--- src/shared/led_blink_defs.svh ---
// register indices, field positions, reset values and timing figures of the lamp block
`ifndef LED_BLINK_DEFS_SVH
`define LED_BLINK_DEFS_SVH

// register indices: byte address is four times the index
`define LAMP0_CFG_INDEX 32'h0000_40C0
`define SHARED_CTRL_INDEX 32'h0000_40C1
`define BLINK_RATE_INDEX 32'h0000_40C2
`define LAMP1_CFG_INDEX 32'h0000_40C3
`define LAMP_STATUS_INDEX 32'h0000_40CF

// reset values
`define LAMP0_CFG_RESET 16'h0311
`define LAMP1_CFG_RESET 16'h0310
`define SHARED_CTRL_RESET 16'h00CC
`define BLINK_RATE_RESET 16'hEC75

// writable masks (reserved bits read as zero)
`define SHARED_CTRL_MASK 16'h03FF
`define LAMP1_CFG_MASK 16'hFFFE

// shared control fields
`define DUTY_INVERT_BIT 9
`define LOOPBACK_SUPPRESS_BIT 8
`define JABBER_SUPPRESS_BIT 7
`define COLLISION_SELECT_BIT 6
`define WEIGHT_ENABLE_BIT 5
`define THRESHOLD_MSB 4
`define THRESHOLD_LSB 0

// blink rate fields
`define MODE0_RATE_LSB 12
`define MODE1_RATE_LSB 8
`define MODE2_RATE_LSB 4

// per-lamp configuration fields
`define FORCE_ENABLE_BIT 15
`define FORCE_CODE_MSB 14
`define FORCE_CODE_LSB 13
`define TX_BLINK_ENABLE_BIT 9
`define RX_BLINK_ENABLE_BIT 8
`define COLLISION_BLINK_ENABLE_BIT 3

// timing
`define CLOCK_MHZ 40
`define TRAFFIC_WINDOW_US 1000000
`define THRESHOLD_UNIT_US 42000

`endif

--- src/shared/led_blink_pkg.sv ---
// types shared by the lamp pattern block
package led_blink_pkg;

    typedef enum logic [1:0] {
        BLINK_MODE0,
        BLINK_MODE1,
        BLINK_MODE2
    } blink_mode_t;

    // link events seen by the lamp logic
    typedef struct packed {
        logic link_up;
        logic transmit_active;
        logic receive_active;
        logic collision;
        logic loopback_active;
        logic jabber;
    } phy_event_t;

    // fields of one lamp's configuration word
    typedef struct packed {
        logic force_enable;
        logic [1:0] lamp_force_code;
        logic transmit_activity_blink_enable;
        logic receive_activity_blink_enable;
        logic collision_blink_enable;
    } lamp_cfg_t;

    // AHB-Lite slave-side inputs
    typedef struct packed {
        logic hsel;
        logic [31:0] haddr;
        logic [1:0] htrans;
        logic hwrite;
        logic [2:0] hsize;
        logic hready;
        logic [31:0] hwdata;
    } ahb_req_t;

endpackage

--- src/hw/led_blink_pattern_control.sv ---
// lamp blink pattern, traffic weight and register logic with an AHB-Lite slave
`include "led_blink_defs.svh"

module led_blink_pattern_control #(
    parameter int CYCLES_PER_US = `CLOCK_MHZ,
    parameter int WINDOW_CYCLES = `TRAFFIC_WINDOW_US * `CLOCK_MHZ,
    parameter int THRESHOLD_UNIT_CYCLES = `THRESHOLD_UNIT_US * `CLOCK_MHZ,
    parameter int LAMPS = 2
) (
    input wire logic clk,
    input wire logic rst,
    input wire logic ce,
    input wire led_blink_pkg::ahb_req_t bus,
    output logic [31:0] hrdata,
    output logic hreadyout,
    output logic hresp,
    input wire led_blink_pkg::phy_event_t phy,
    output logic [LAMPS-1:0] lamp
);
    import led_blink_pkg::*;

    logic [15:0] shared_ctrl;
    logic [15:0] blink_rate;
    logic [15:0] lamp_cfg_word [LAMPS];
    lamp_cfg_t lamp_cfg [LAMPS];
    logic write_pending;
    logic [31:0] write_addr;
    logic [31:0] window_count;
    logic [31:0] rx_accum;
    logic [31:0] tx_accum;
    logic heavy_rx;
    logic heavy_tx;
    logic heavy;
    logic [31:0] threshold_cycles;
    logic window_end;
    logic [31:0] blink_count [3];
    logic [31:0] period_cycles [3];
    logic [31:0] off_cycles [3];
    logic [2:0] wave;
    logic suppress;
    logic lamp_blink [LAMPS];
    logic lamp_steady [LAMPS];
    blink_mode_t lamp_mode [LAMPS];
    logic [31:0] next_rdata;
    logic address_valid;

    ////////////////////////////////////////////////////////////////////////////////
    // bus slave: zero wait states, stalled only while the clock enable is low

    assign hreadyout = ce;
    assign hresp = 1'b0;
    assign address_valid = bus.hsel && bus.htrans[1] && bus.hready;

    always_ff @(posedge clk)
    begin
        if (rst)
        begin
            write_pending <= 1'b0;
            write_addr <= 32'h0000_0000;
        end
        else if (ce)
        begin
            write_pending <= address_valid && bus.hwrite;
            write_addr <= bus.haddr;
        end
    end

    // a read in the data phase of a write to the same register sees the old value
    always_ff @(posedge clk)
    begin
        if (rst)
        begin
            shared_ctrl <= `SHARED_CTRL_RESET;
            blink_rate <= `BLINK_RATE_RESET;
            lamp_cfg_word[0] <= `LAMP0_CFG_RESET;
            lamp_cfg_word[1] <= `LAMP1_CFG_RESET;
        end
        else if (ce && write_pending)
        begin
            case (write_addr)
                `SHARED_CTRL_INDEX << 2:
                    shared_ctrl <= bus.hwdata[15:0] & `SHARED_CTRL_MASK;
                `BLINK_RATE_INDEX << 2:
                    blink_rate <= bus.hwdata[15:0];
                `LAMP0_CFG_INDEX << 2:
                    lamp_cfg_word[0] <= bus.hwdata[15:0];
                `LAMP1_CFG_INDEX << 2:
                    lamp_cfg_word[1] <= bus.hwdata[15:0] & `LAMP1_CFG_MASK;
                default:
                    ;
            endcase
        end
    end

    // read data is captured in the address phase and stands in the data phase
    always_comb
    begin
        case (bus.haddr)
            `SHARED_CTRL_INDEX << 2:
                next_rdata = {16'h0000, shared_ctrl};
            `BLINK_RATE_INDEX << 2:
                next_rdata = {16'h0000, blink_rate};
            `LAMP0_CFG_INDEX << 2:
                next_rdata = {16'h0000, lamp_cfg_word[0]};
            `LAMP1_CFG_INDEX << 2:
                next_rdata = {16'h0000, lamp_cfg_word[1]};
            `LAMP_STATUS_INDEX << 2:
                next_rdata = {27'h0000000, lamp[1], lamp[0], heavy, heavy_tx, heavy_rx};
            default:
                next_rdata = 32'h0000_0000;
        endcase
    end

    always_ff @(posedge clk)
    begin
        if (rst)
            hrdata <= 32'h0000_0000;
        else if (ce && address_valid && !bus.hwrite)
            hrdata <= next_rdata;
    end

    ////////////////////////////////////////////////////////////////////////////////
    // traffic weight over one-second windows

    assign threshold_cycles = 32'(shared_ctrl[`THRESHOLD_MSB:`THRESHOLD_LSB])
        * 32'(THRESHOLD_UNIT_CYCLES);
    assign window_end = (window_count == 32'(WINDOW_CYCLES - 1));
    assign heavy = heavy_rx || heavy_tx;
    // activity in the closing cycle of a window is dropped with the cleared totals

    always_ff @(posedge clk)
    begin
        if (rst)
        begin
            window_count <= 32'h0000_0000;
            rx_accum <= 32'h0000_0000;
            tx_accum <= 32'h0000_0000;
            heavy_rx <= 1'b0;
            heavy_tx <= 1'b0;
        end
        else if (ce)
        begin
            if (window_end)
            begin
                window_count <= 32'h0000_0000;
                rx_accum <= 32'h0000_0000;
                tx_accum <= 32'h0000_0000;
                heavy_rx <= rx_accum > threshold_cycles;
                heavy_tx <= tx_accum > threshold_cycles;
            end
            else
            begin
                window_count <= window_count + 32'h0000_0001;
                rx_accum <= rx_accum + 32'(phy.receive_active);
                tx_accum <= tx_accum + 32'(phy.transmit_active);
            end
        end
    end

    ////////////////////////////////////////////////////////////////////////////////
    // rate table in microseconds: period and off time per code

    function automatic logic [47:0] rate_entry(input logic [3:0] code);
        case (code)
            4'h0: rate_entry = {24'd10000000, 24'd600000};
            4'h1: rate_entry = {24'd9400000, 24'd658000};
            4'h2: rate_entry = {24'd8000000, 24'd640000};
            4'h3: rate_entry = {24'd7400000, 24'd666000};
            4'h4: rate_entry = {24'd6000000, 24'd660000};
            4'h5: rate_entry = {24'd5000000, 24'd300000};
            4'h6: rate_entry = {24'd4000000, 24'd320000};
            4'h7: rate_entry = {24'd3000000, 24'd330000};
            4'h8: rate_entry = {24'd2000000, 24'd320000};
            4'h9: rate_entry = {24'd1000000, 24'd160000};
            4'hA: rate_entry = {24'd500000, 24'd250000};
            4'hC: rate_entry = {24'd333333, 24'd166667};
            4'hD: rate_entry = {24'd166667, 24'd83333};
            4'hE: rate_entry = {24'd125000, 24'd62500};
            4'hF: rate_entry = {24'd100000, 24'd50000};
            // code 11 has no meaning of its own and falls back to 2 Hz
            default: rate_entry = {24'd500000, 24'd250000};
        endcase
    endfunction

    ////////////////////////////////////////////////////////////////////////////////
    // one free-running waveform per blink mode

    for (genvar m = 0; m < 3; m++)
    begin : g_mode
        logic [3:0] code;
        logic [47:0] entry;
        logic raw;

        // mode 0 at 15:12, mode 1 at 11:8, mode 2 at 7:4
        assign code = (m == 0) ? blink_rate[`MODE0_RATE_LSB +: 4] :
            (m == 1) ? blink_rate[`MODE1_RATE_LSB +: 4] :
            blink_rate[`MODE2_RATE_LSB +: 4];
        assign entry = rate_entry(code);
        assign period_cycles[m] = 32'(entry[47:24]) * 32'(CYCLES_PER_US);
        assign off_cycles[m] = 32'(entry[23:0]) * 32'(CYCLES_PER_US);

        always_ff @(posedge clk)
        begin
            if (rst)
                blink_count[m] <= 32'h0000_0000;
            else if (ce)
            begin
                if (blink_count[m] >= period_cycles[m] - 32'h0000_0001)
                    blink_count[m] <= 32'h0000_0000;
                else
                    blink_count[m] <= blink_count[m] + 32'h0000_0001;
            end
        end

        // off portion opens the period, on portion closes it
        assign raw = blink_count[m] >= off_cycles[m];
        assign wave[m] = shared_ctrl[`DUTY_INVERT_BIT] ? !raw : raw;

    end

    ////////////////////////////////////////////////////////////////////////////////
    // per-lamp source selection and the lamp flip-flops

    assign suppress = (shared_ctrl[`LOOPBACK_SUPPRESS_BIT] && phy.loopback_active)
        || (shared_ctrl[`JABBER_SUPPRESS_BIT] && phy.jabber);

    for (genvar i = 0; i < LAMPS; i++)
    begin : g_lamp
        logic activity;

        assign lamp_cfg[i] = '{
            force_enable: lamp_cfg_word[i][`FORCE_ENABLE_BIT],
            lamp_force_code: lamp_cfg_word[i][`FORCE_CODE_MSB:`FORCE_CODE_LSB],
            transmit_activity_blink_enable: lamp_cfg_word[i][`TX_BLINK_ENABLE_BIT],
            receive_activity_blink_enable: lamp_cfg_word[i][`RX_BLINK_ENABLE_BIT],
            collision_blink_enable: lamp_cfg_word[i][`COLLISION_BLINK_ENABLE_BIT]
        };
        assign activity = phy.link_up
            && ((phy.transmit_active && lamp_cfg[i].transmit_activity_blink_enable)
            || (phy.receive_active && lamp_cfg[i].receive_activity_blink_enable));

        always_comb
        begin
            lamp_blink[i] = 1'b0;
            lamp_steady[i] = 1'b0;
            lamp_mode[i] = BLINK_MODE1;
            if (lamp_cfg[i].force_enable)
            begin
                case (lamp_cfg[i].lamp_force_code)
                    2'b11:
                    begin
                        lamp_blink[i] = 1'b1;
                        lamp_mode[i] = BLINK_MODE2;
                    end
                    2'b10:
                        lamp_blink[i] = 1'b1;
                    2'b01:
                        lamp_steady[i] = 1'b1;
                    default:
                        lamp_steady[i] = 1'b0;
                endcase
            end
            else if (suppress)
                lamp_blink[i] = 1'b0;
            else if (phy.link_up && phy.collision && lamp_cfg[i].collision_blink_enable)
            begin
                lamp_blink[i] = 1'b1;
                lamp_mode[i] = shared_ctrl[`COLLISION_SELECT_BIT] ? BLINK_MODE2
                    : BLINK_MODE1;
            end
            else if (activity)
            begin
                lamp_blink[i] = 1'b1;
                lamp_mode[i] = (shared_ctrl[`WEIGHT_ENABLE_BIT] && heavy) ? BLINK_MODE0
                    : BLINK_MODE1;
            end
        end

        always_ff @(posedge clk)
        begin
            if (rst)
                lamp[i] <= 1'b0;
            else if (ce)
                lamp[i] <= lamp_blink[i] ? wave[lamp_mode[i]] : lamp_steady[i];
        end

    end
endmodule // led_blink_pattern_control

--- config.mk ---
export PLATFORM = sky130hd
export DESIGN_NAME = led_blink_pattern_control
export DESIGN_NICKNAME = d
export VERILOG_FILES = /design/src/shared/led_blink_pkg.sv /design/src/hw/led_blink_pattern_control.sv
export VERILOG_INCLUDE_DIRS = /design/src /design/src/shared
export SDC_FILE = /design/constraint.sdc
export NUM_CORES = 2
export LEC_CHECK = 0
export ABC_AREA = 1
export BUFFER_PORTS_ARGS = -buffer_cell sky130_fd_sc_hd__buf_2
export CORE_ASPECT_RATIO = 0.75
export CORE_MARGIN = 3
export CORE_UTILIZATION = 50
export CTS_CLUSTER_DIAMETER = 40
export DETAILED_ROUTE_END_ITERATION = 8
export PLACE_DENSITY_LB_ADDON = 0.2
export SYNTH_ARGS = -nofsm -noshare
export SYNTH_HDL_FRONTEND = slang
export SYNTH_SLANG_ARGS = --single-unit
--- constraint.sdc ---
create_clock -name clk -period 4.4 [get_ports clk]
set_clock_uncertainty 0.05 [all_clocks]
set_input_delay 0.66 -clock clk [delete_from_list [all_inputs] [get_ports clk]]
set_output_delay 0.66 -clock clk [all_outputs]
set_load 0.005 [all_outputs]
# Word-level counts from Yosys, hierarchy flattened
# Memory sizes are Yosys's and may differ from the RTL's. A register that Yosys moved wholly into a read port is not among the register bits.
# Cells that the tools add are included.
classes:
  add_sub_neg: 9
  multipliers: 7
  order_cmp: 10
  eq_ne: 16
  n_mux: 87
  bitwise_logic: 8
  n_reduce_logical: 31
ops:
  columns: ["operator", "count"]
  rows:
  - ["== test 32 x 17 -> 1 bit, second input constant", 9]
  - ["2-to-1 mux 32 bit", 9]
  - ["multiplier 24 x 3 -> 27 bit, second input constant", 6]
  - ["adder 32 x 1 -> 32 bit, second input constant", 4]
  - ["greater-or-equal comparator 32 x 30 -> 1 bit", 3]
  - ["greater-or-equal comparator 32 bit", 3]
  - ["subtractor 30 x 1 -> 31 bit, second input constant", 3]
  - ["case mux 16 bit (5 select lines)", 1]
  - ["adder 32 x 1 -> 32 bit", 2]
  - ["> comparator 32 x 26 -> 1 bit", 2]
  - ["2-to-1 mux 1 bit", 58]
  - ["== test 32 x 26 -> 1 bit, second input constant", 1]
  - ["2-to-1 mux 16 bit", 2]
  - ["2-to-1 mux 4 bit", 6]
  - ["multiplier 5 x 14 -> 19 bit, second input constant", 1]
  - ["logical AND 1 bit", 18]
  - ["2-to-1 mux 2 bit", 9]
  - ["== test 2 bit, second input constant", 4]
  - ["bitwise OR 1 bit", 8]
  - ["< comparator 2 x 3 -> 1 bit, second input constant", 2]
  - ["AND reduction 2 bit", 3]
  - ["binary-select mux 1 bit (select 2 bit)", 2]
  - ["== test 2 x 1 -> 1 bit, second input constant", 2]
  - ["zero test 1 bit", 4]
  - ["2 further kinds", 6]
word_totals:
  regBits: 191
  mem_bits_rw: 128
  mem_bits_ro: 2112
  inputBits: 81
  output_inout_bits: 36
  wordCells: 185
  mem_count: 5
memory_table:
  columns: ["name", "depth", "word_bits", "read_ports", "rd_clocked_by_memory_dff", "wr", "line_no", "text"]
  rows:
  - ["(no name shown)", 16, 44, 1, 1, 0, "led_blink_pattern_control.sv:164", "case (code)"]
  - ["(no name shown)", 16, 44, 1, 1, 0, "led_blink_pattern_control.sv:164", null]
  - ["(no name shown)", 16, 44, 1, 1, 0, "led_blink_pattern_control.sv:164", null]
  - ["blink_count", 3, 32, 3, 0, 3, "led_blink_pattern_control.sv:36", "logic [31:0] blink_count [3];"]
  - ["lamp_cfg_word", 2, 16, 2, 0, 2, "led_blink_pattern_control.sv:24", "logic [15:0] lamp_cfg_word [LAMPS];"]

# Depth between registers and ports, before layout
# An unclocked memory read counts as a cell.
logic_depth:
  word_depth: 11
  depth_mapped: 29
  mapped_depth_nobuf: 28

# Worst setup path after synthesis
# OpenSTA, ideal clock, no wires.
synth_path:
  path_type: "input to register"
  startpoint: "input rst"
  endpoint: "memory blink_count[0][0] (enable)"
  setup_ps: 498
  t_arrival_ps: 4220
  required_time_ps: 3852
  setup_slack_ps: -369
  stages: 5
  n_path_buf: 3
  cell_sequence: "clkbuf_1 inv_2 buf_2 nand2_1 clkbuf_1"
synth_rtl:
  columns: ["element", "line_no", "text"]
  rows:
  - ["start: declaration", "led_blink_pattern_control.sv:11", "input wire logic rst,"]
  - ["end: declaration", "led_blink_pattern_control.sv:36", null]

==> metrics.txt <==
Pwr Total 10200 µW; Final Cycle Share 0.983; post-synthesis register bit count 416; total wire length 99500 µm; async set-reset flop share out of synthesis 0; fill cell count 6584; htree depth 3; CP max FO 8; IO Pins 117; min-delay worst type in2reg; Die Ht 237 µm; first-pass GRT wire length 156000 µm; hpwl dp 77100 µm; CTS tree built; Die Wd 315 µm; Worst-Skew Late Latency 0.64 ns; Yosys top cell by area ha_1; Total GRT Usage 0.255; CTS Buf Count 67; Crit Path Class reg2reg; Startpoint Class flip-flop; Vias/cell 5.42; Worst Tran Pin Value 1.02 ns; core area 70400 µm²; P_leak 0.0187 µW; router iterations before antenna repair 6; Initial DRC Count 2793; Rows 84; synthesized area per cell 7.10 µm²; drt drc 0; Post-synth EDFFs 127; count of input and output buffers 79; slew margin rel. 0.319; die area 74700 µm²; WL/cell 16.0 µm; RSZ-0062 raised after global routing yes; largest net degree at the start of global routing 65; Period minus WS final 4.32 ns; vias in the first global route 29900; crit path DAT 4.73 ns; DR vias 33700; most common cell after layout, fill and taps aside nand2_1; Root Buffer clkbuf_16; max_cap viols 0; Hold Vio Cnt, Final 0; final core utilization 0.587; Mapped Cells 5025; total power divided by cell area 246 nW/µm²; fmax 0.231 GHz; CTS sink cnt 416; Yosys top cell area share 0.175; Max Root-Sink Buffers 3; clock-pin slew on the worst setup and hold paths 0.06 ns; maximum vdd drop 0.250 mV; P&R area growth vs syn 15.8%; CP endpoint kind flip-flop; gpl congestion 0.932; initial antenna violation count 15; Yosys cell types 67; Mapped Area 35700 µm²; layout cell share with drive strength beyond 1 0.131; WP data required 4.81 ns; Main synth FF type dfxtp_1; ranking of synthesized cells by area ha_1 18%, dfxtp_1 16%, nand2_1 12%; status complete, no violations; Yosys Warn Count 0; max-slew violation count 0; Nets 5812; most frequent cells in the layout 1123 x nand2_1, 638 x inv_1, 449 x nor2_1; final setup fails 0; Seq/Total Area, Yosys 0.269; initial core utilization 0.507; Antenna Nets Post-Route 0; remaining global-route overflow 0
-- cell families (layout without fill, tap and decap cells) --
| group | Yosys count | after routing | synth area share |
|---|---|---|---|
| buf+inv | 762 | 996 | 0.0850 |
| xor+xnor | 198 | 198 | 0.0486 |
| simple gates | 2479 | 2479 | 0.315 |
| compound gates | 660 | 660 | 0.103 |
| other cells | 1 | 21 | 0.000105 |
| flops | 416 | 416 | 0.269 |
| fa+ha+maj | 509 | 509 | 0.180 |
-- per-stage QoR --
| stage | cells | area (µm²) | setup TNS (ns) | hold WS [ns] | worst slack [ns] |
|---|---|---|---|---|---|
| 2_1_floorplan | 5041 | 35800 | 0 | 0.375 | 0.375 |
| 3_3_place_gp | 6062 | 37600 | 0 | 0.394 | 0.0736 |
| 3_5_place_dp | 6062 | 37600 | 0 | 0.394 | 0.00921 |
| 4_1_cts | 6184 | 39900 | 0 | 0.185 | 0.0104 |
| 5_1_grt | 6222 | 41300 | -9.13 | 0.212 | -0.181 |
| 6_report | 6225 | 41300 | 0 | 0.224 | 0.0752 |
-- sequential cells by signal, indices dropped and copies added (netlist names) --
name           cells
blink_count       96
blink_rate        16
g_mode.entry     114
heavy_rx           1
heavy_tx           1
hrdata            16
lamp               2
lamp_cfg_word     31
rx_accum          32
shared_ctrl       10
tx_accum          32
window_count      32
write_addr        32
write_pending      1
-- timing repair --
action                                  CTS  global route
endpoints found under the setup margin    4           100
gates resized for setup                   1           264
setup buffers                             0            32
cloned                                    0             5
pin swaps                                 0            65
hold buffers                              0             0
-- critical path, stage by stage, from the launching register on --
cell,delay (ns)
dfxtp_4,0.38
ha_4,0.14
inv_2,0.04
fa_2,0.61
nand3b_1,0.13
nor3_2,0.24
nand2_1,0.09
nor2_2,0.14
nand2_2,0.08
nor2_4,0.09
nand2_2,0.07
nor2_4,0.15
nand4_4,0.12
nor2_4,0.15
nand2_1,0.06
nand2_1,0.05
nand2_1,0.09
ha_4,0.23
a21oi_2,0.13
o21a_1,0.14
o221ai_2,0.13
a21oi_4,0.14
nand4_1,0.21
buf_4,0.23
buf_6,0.13
a21oi_1,0.11
-- synth_stat cells (all sizes together), types with 39 or more instances --
cell	instances
a21oi	343
nor2	529
xor2	143
nand3	337
xnor2	55
edfxtp	127
clkbuf	48
nor4	39
o21ai	176
nor3	136
buf	48
ha	500
dfxtp	289
nand4	171
inv	663
nand2	1189
-- per-layer routing --
layer,up-vias,global-route usage,share of wire
met1,15200,0.396,0.49
met4,12,0.0572,0.019
met3,152,0.0604,0.092
li1,17300,-,-
met2,1089,0.352,0.39
met5,-,0,0.00069
-- final timing paths --
check / startpoint / cells past startpoint / endpoint / slack, ns
setup / recovery: g_mode[1].entry[28] / 25 / blink_count[1][23] / 0.08
hold / removal: bus[59] / 3 / write_addr[20] / 0.22
setup reg to reg: g_mode[1].entry[28] / 25 / blink_count[1][23] / 0.08
hold reg to reg: blink_rate[1] / 2 / blink_rate[1] / 0.41
-- where the power goes --
| part | internal (µW) | total (µW) | switching, µW |
|---|---|---|---|
| Combinational | 216 | 576 | 360 |
| Clock | 3270 | 5450 | 2180 |
| Sequential | 4040 | 4150 | 111 |
-- area by class of cell --
class / instances / area [µm²] / share of cell area
Timing Repair Buffer: 208 / 1480 / 0.0359
Clock inverter: 48 / 568 / 0.0137
Antenna cell: 4 / 10.0 / 0.000242
Tap cell: 946 / 1180 / 0.0286
Clock buffer: 74 / 1760 / 0.0425
Inverter: 666 / 2500 / 0.0606
Multi-Input combinational cell: 3863 / 24200 / 0.585
Sequential cell: 416 / 9630 / 0.233
No activity file was read; power rests on OpenSTA's default activity.
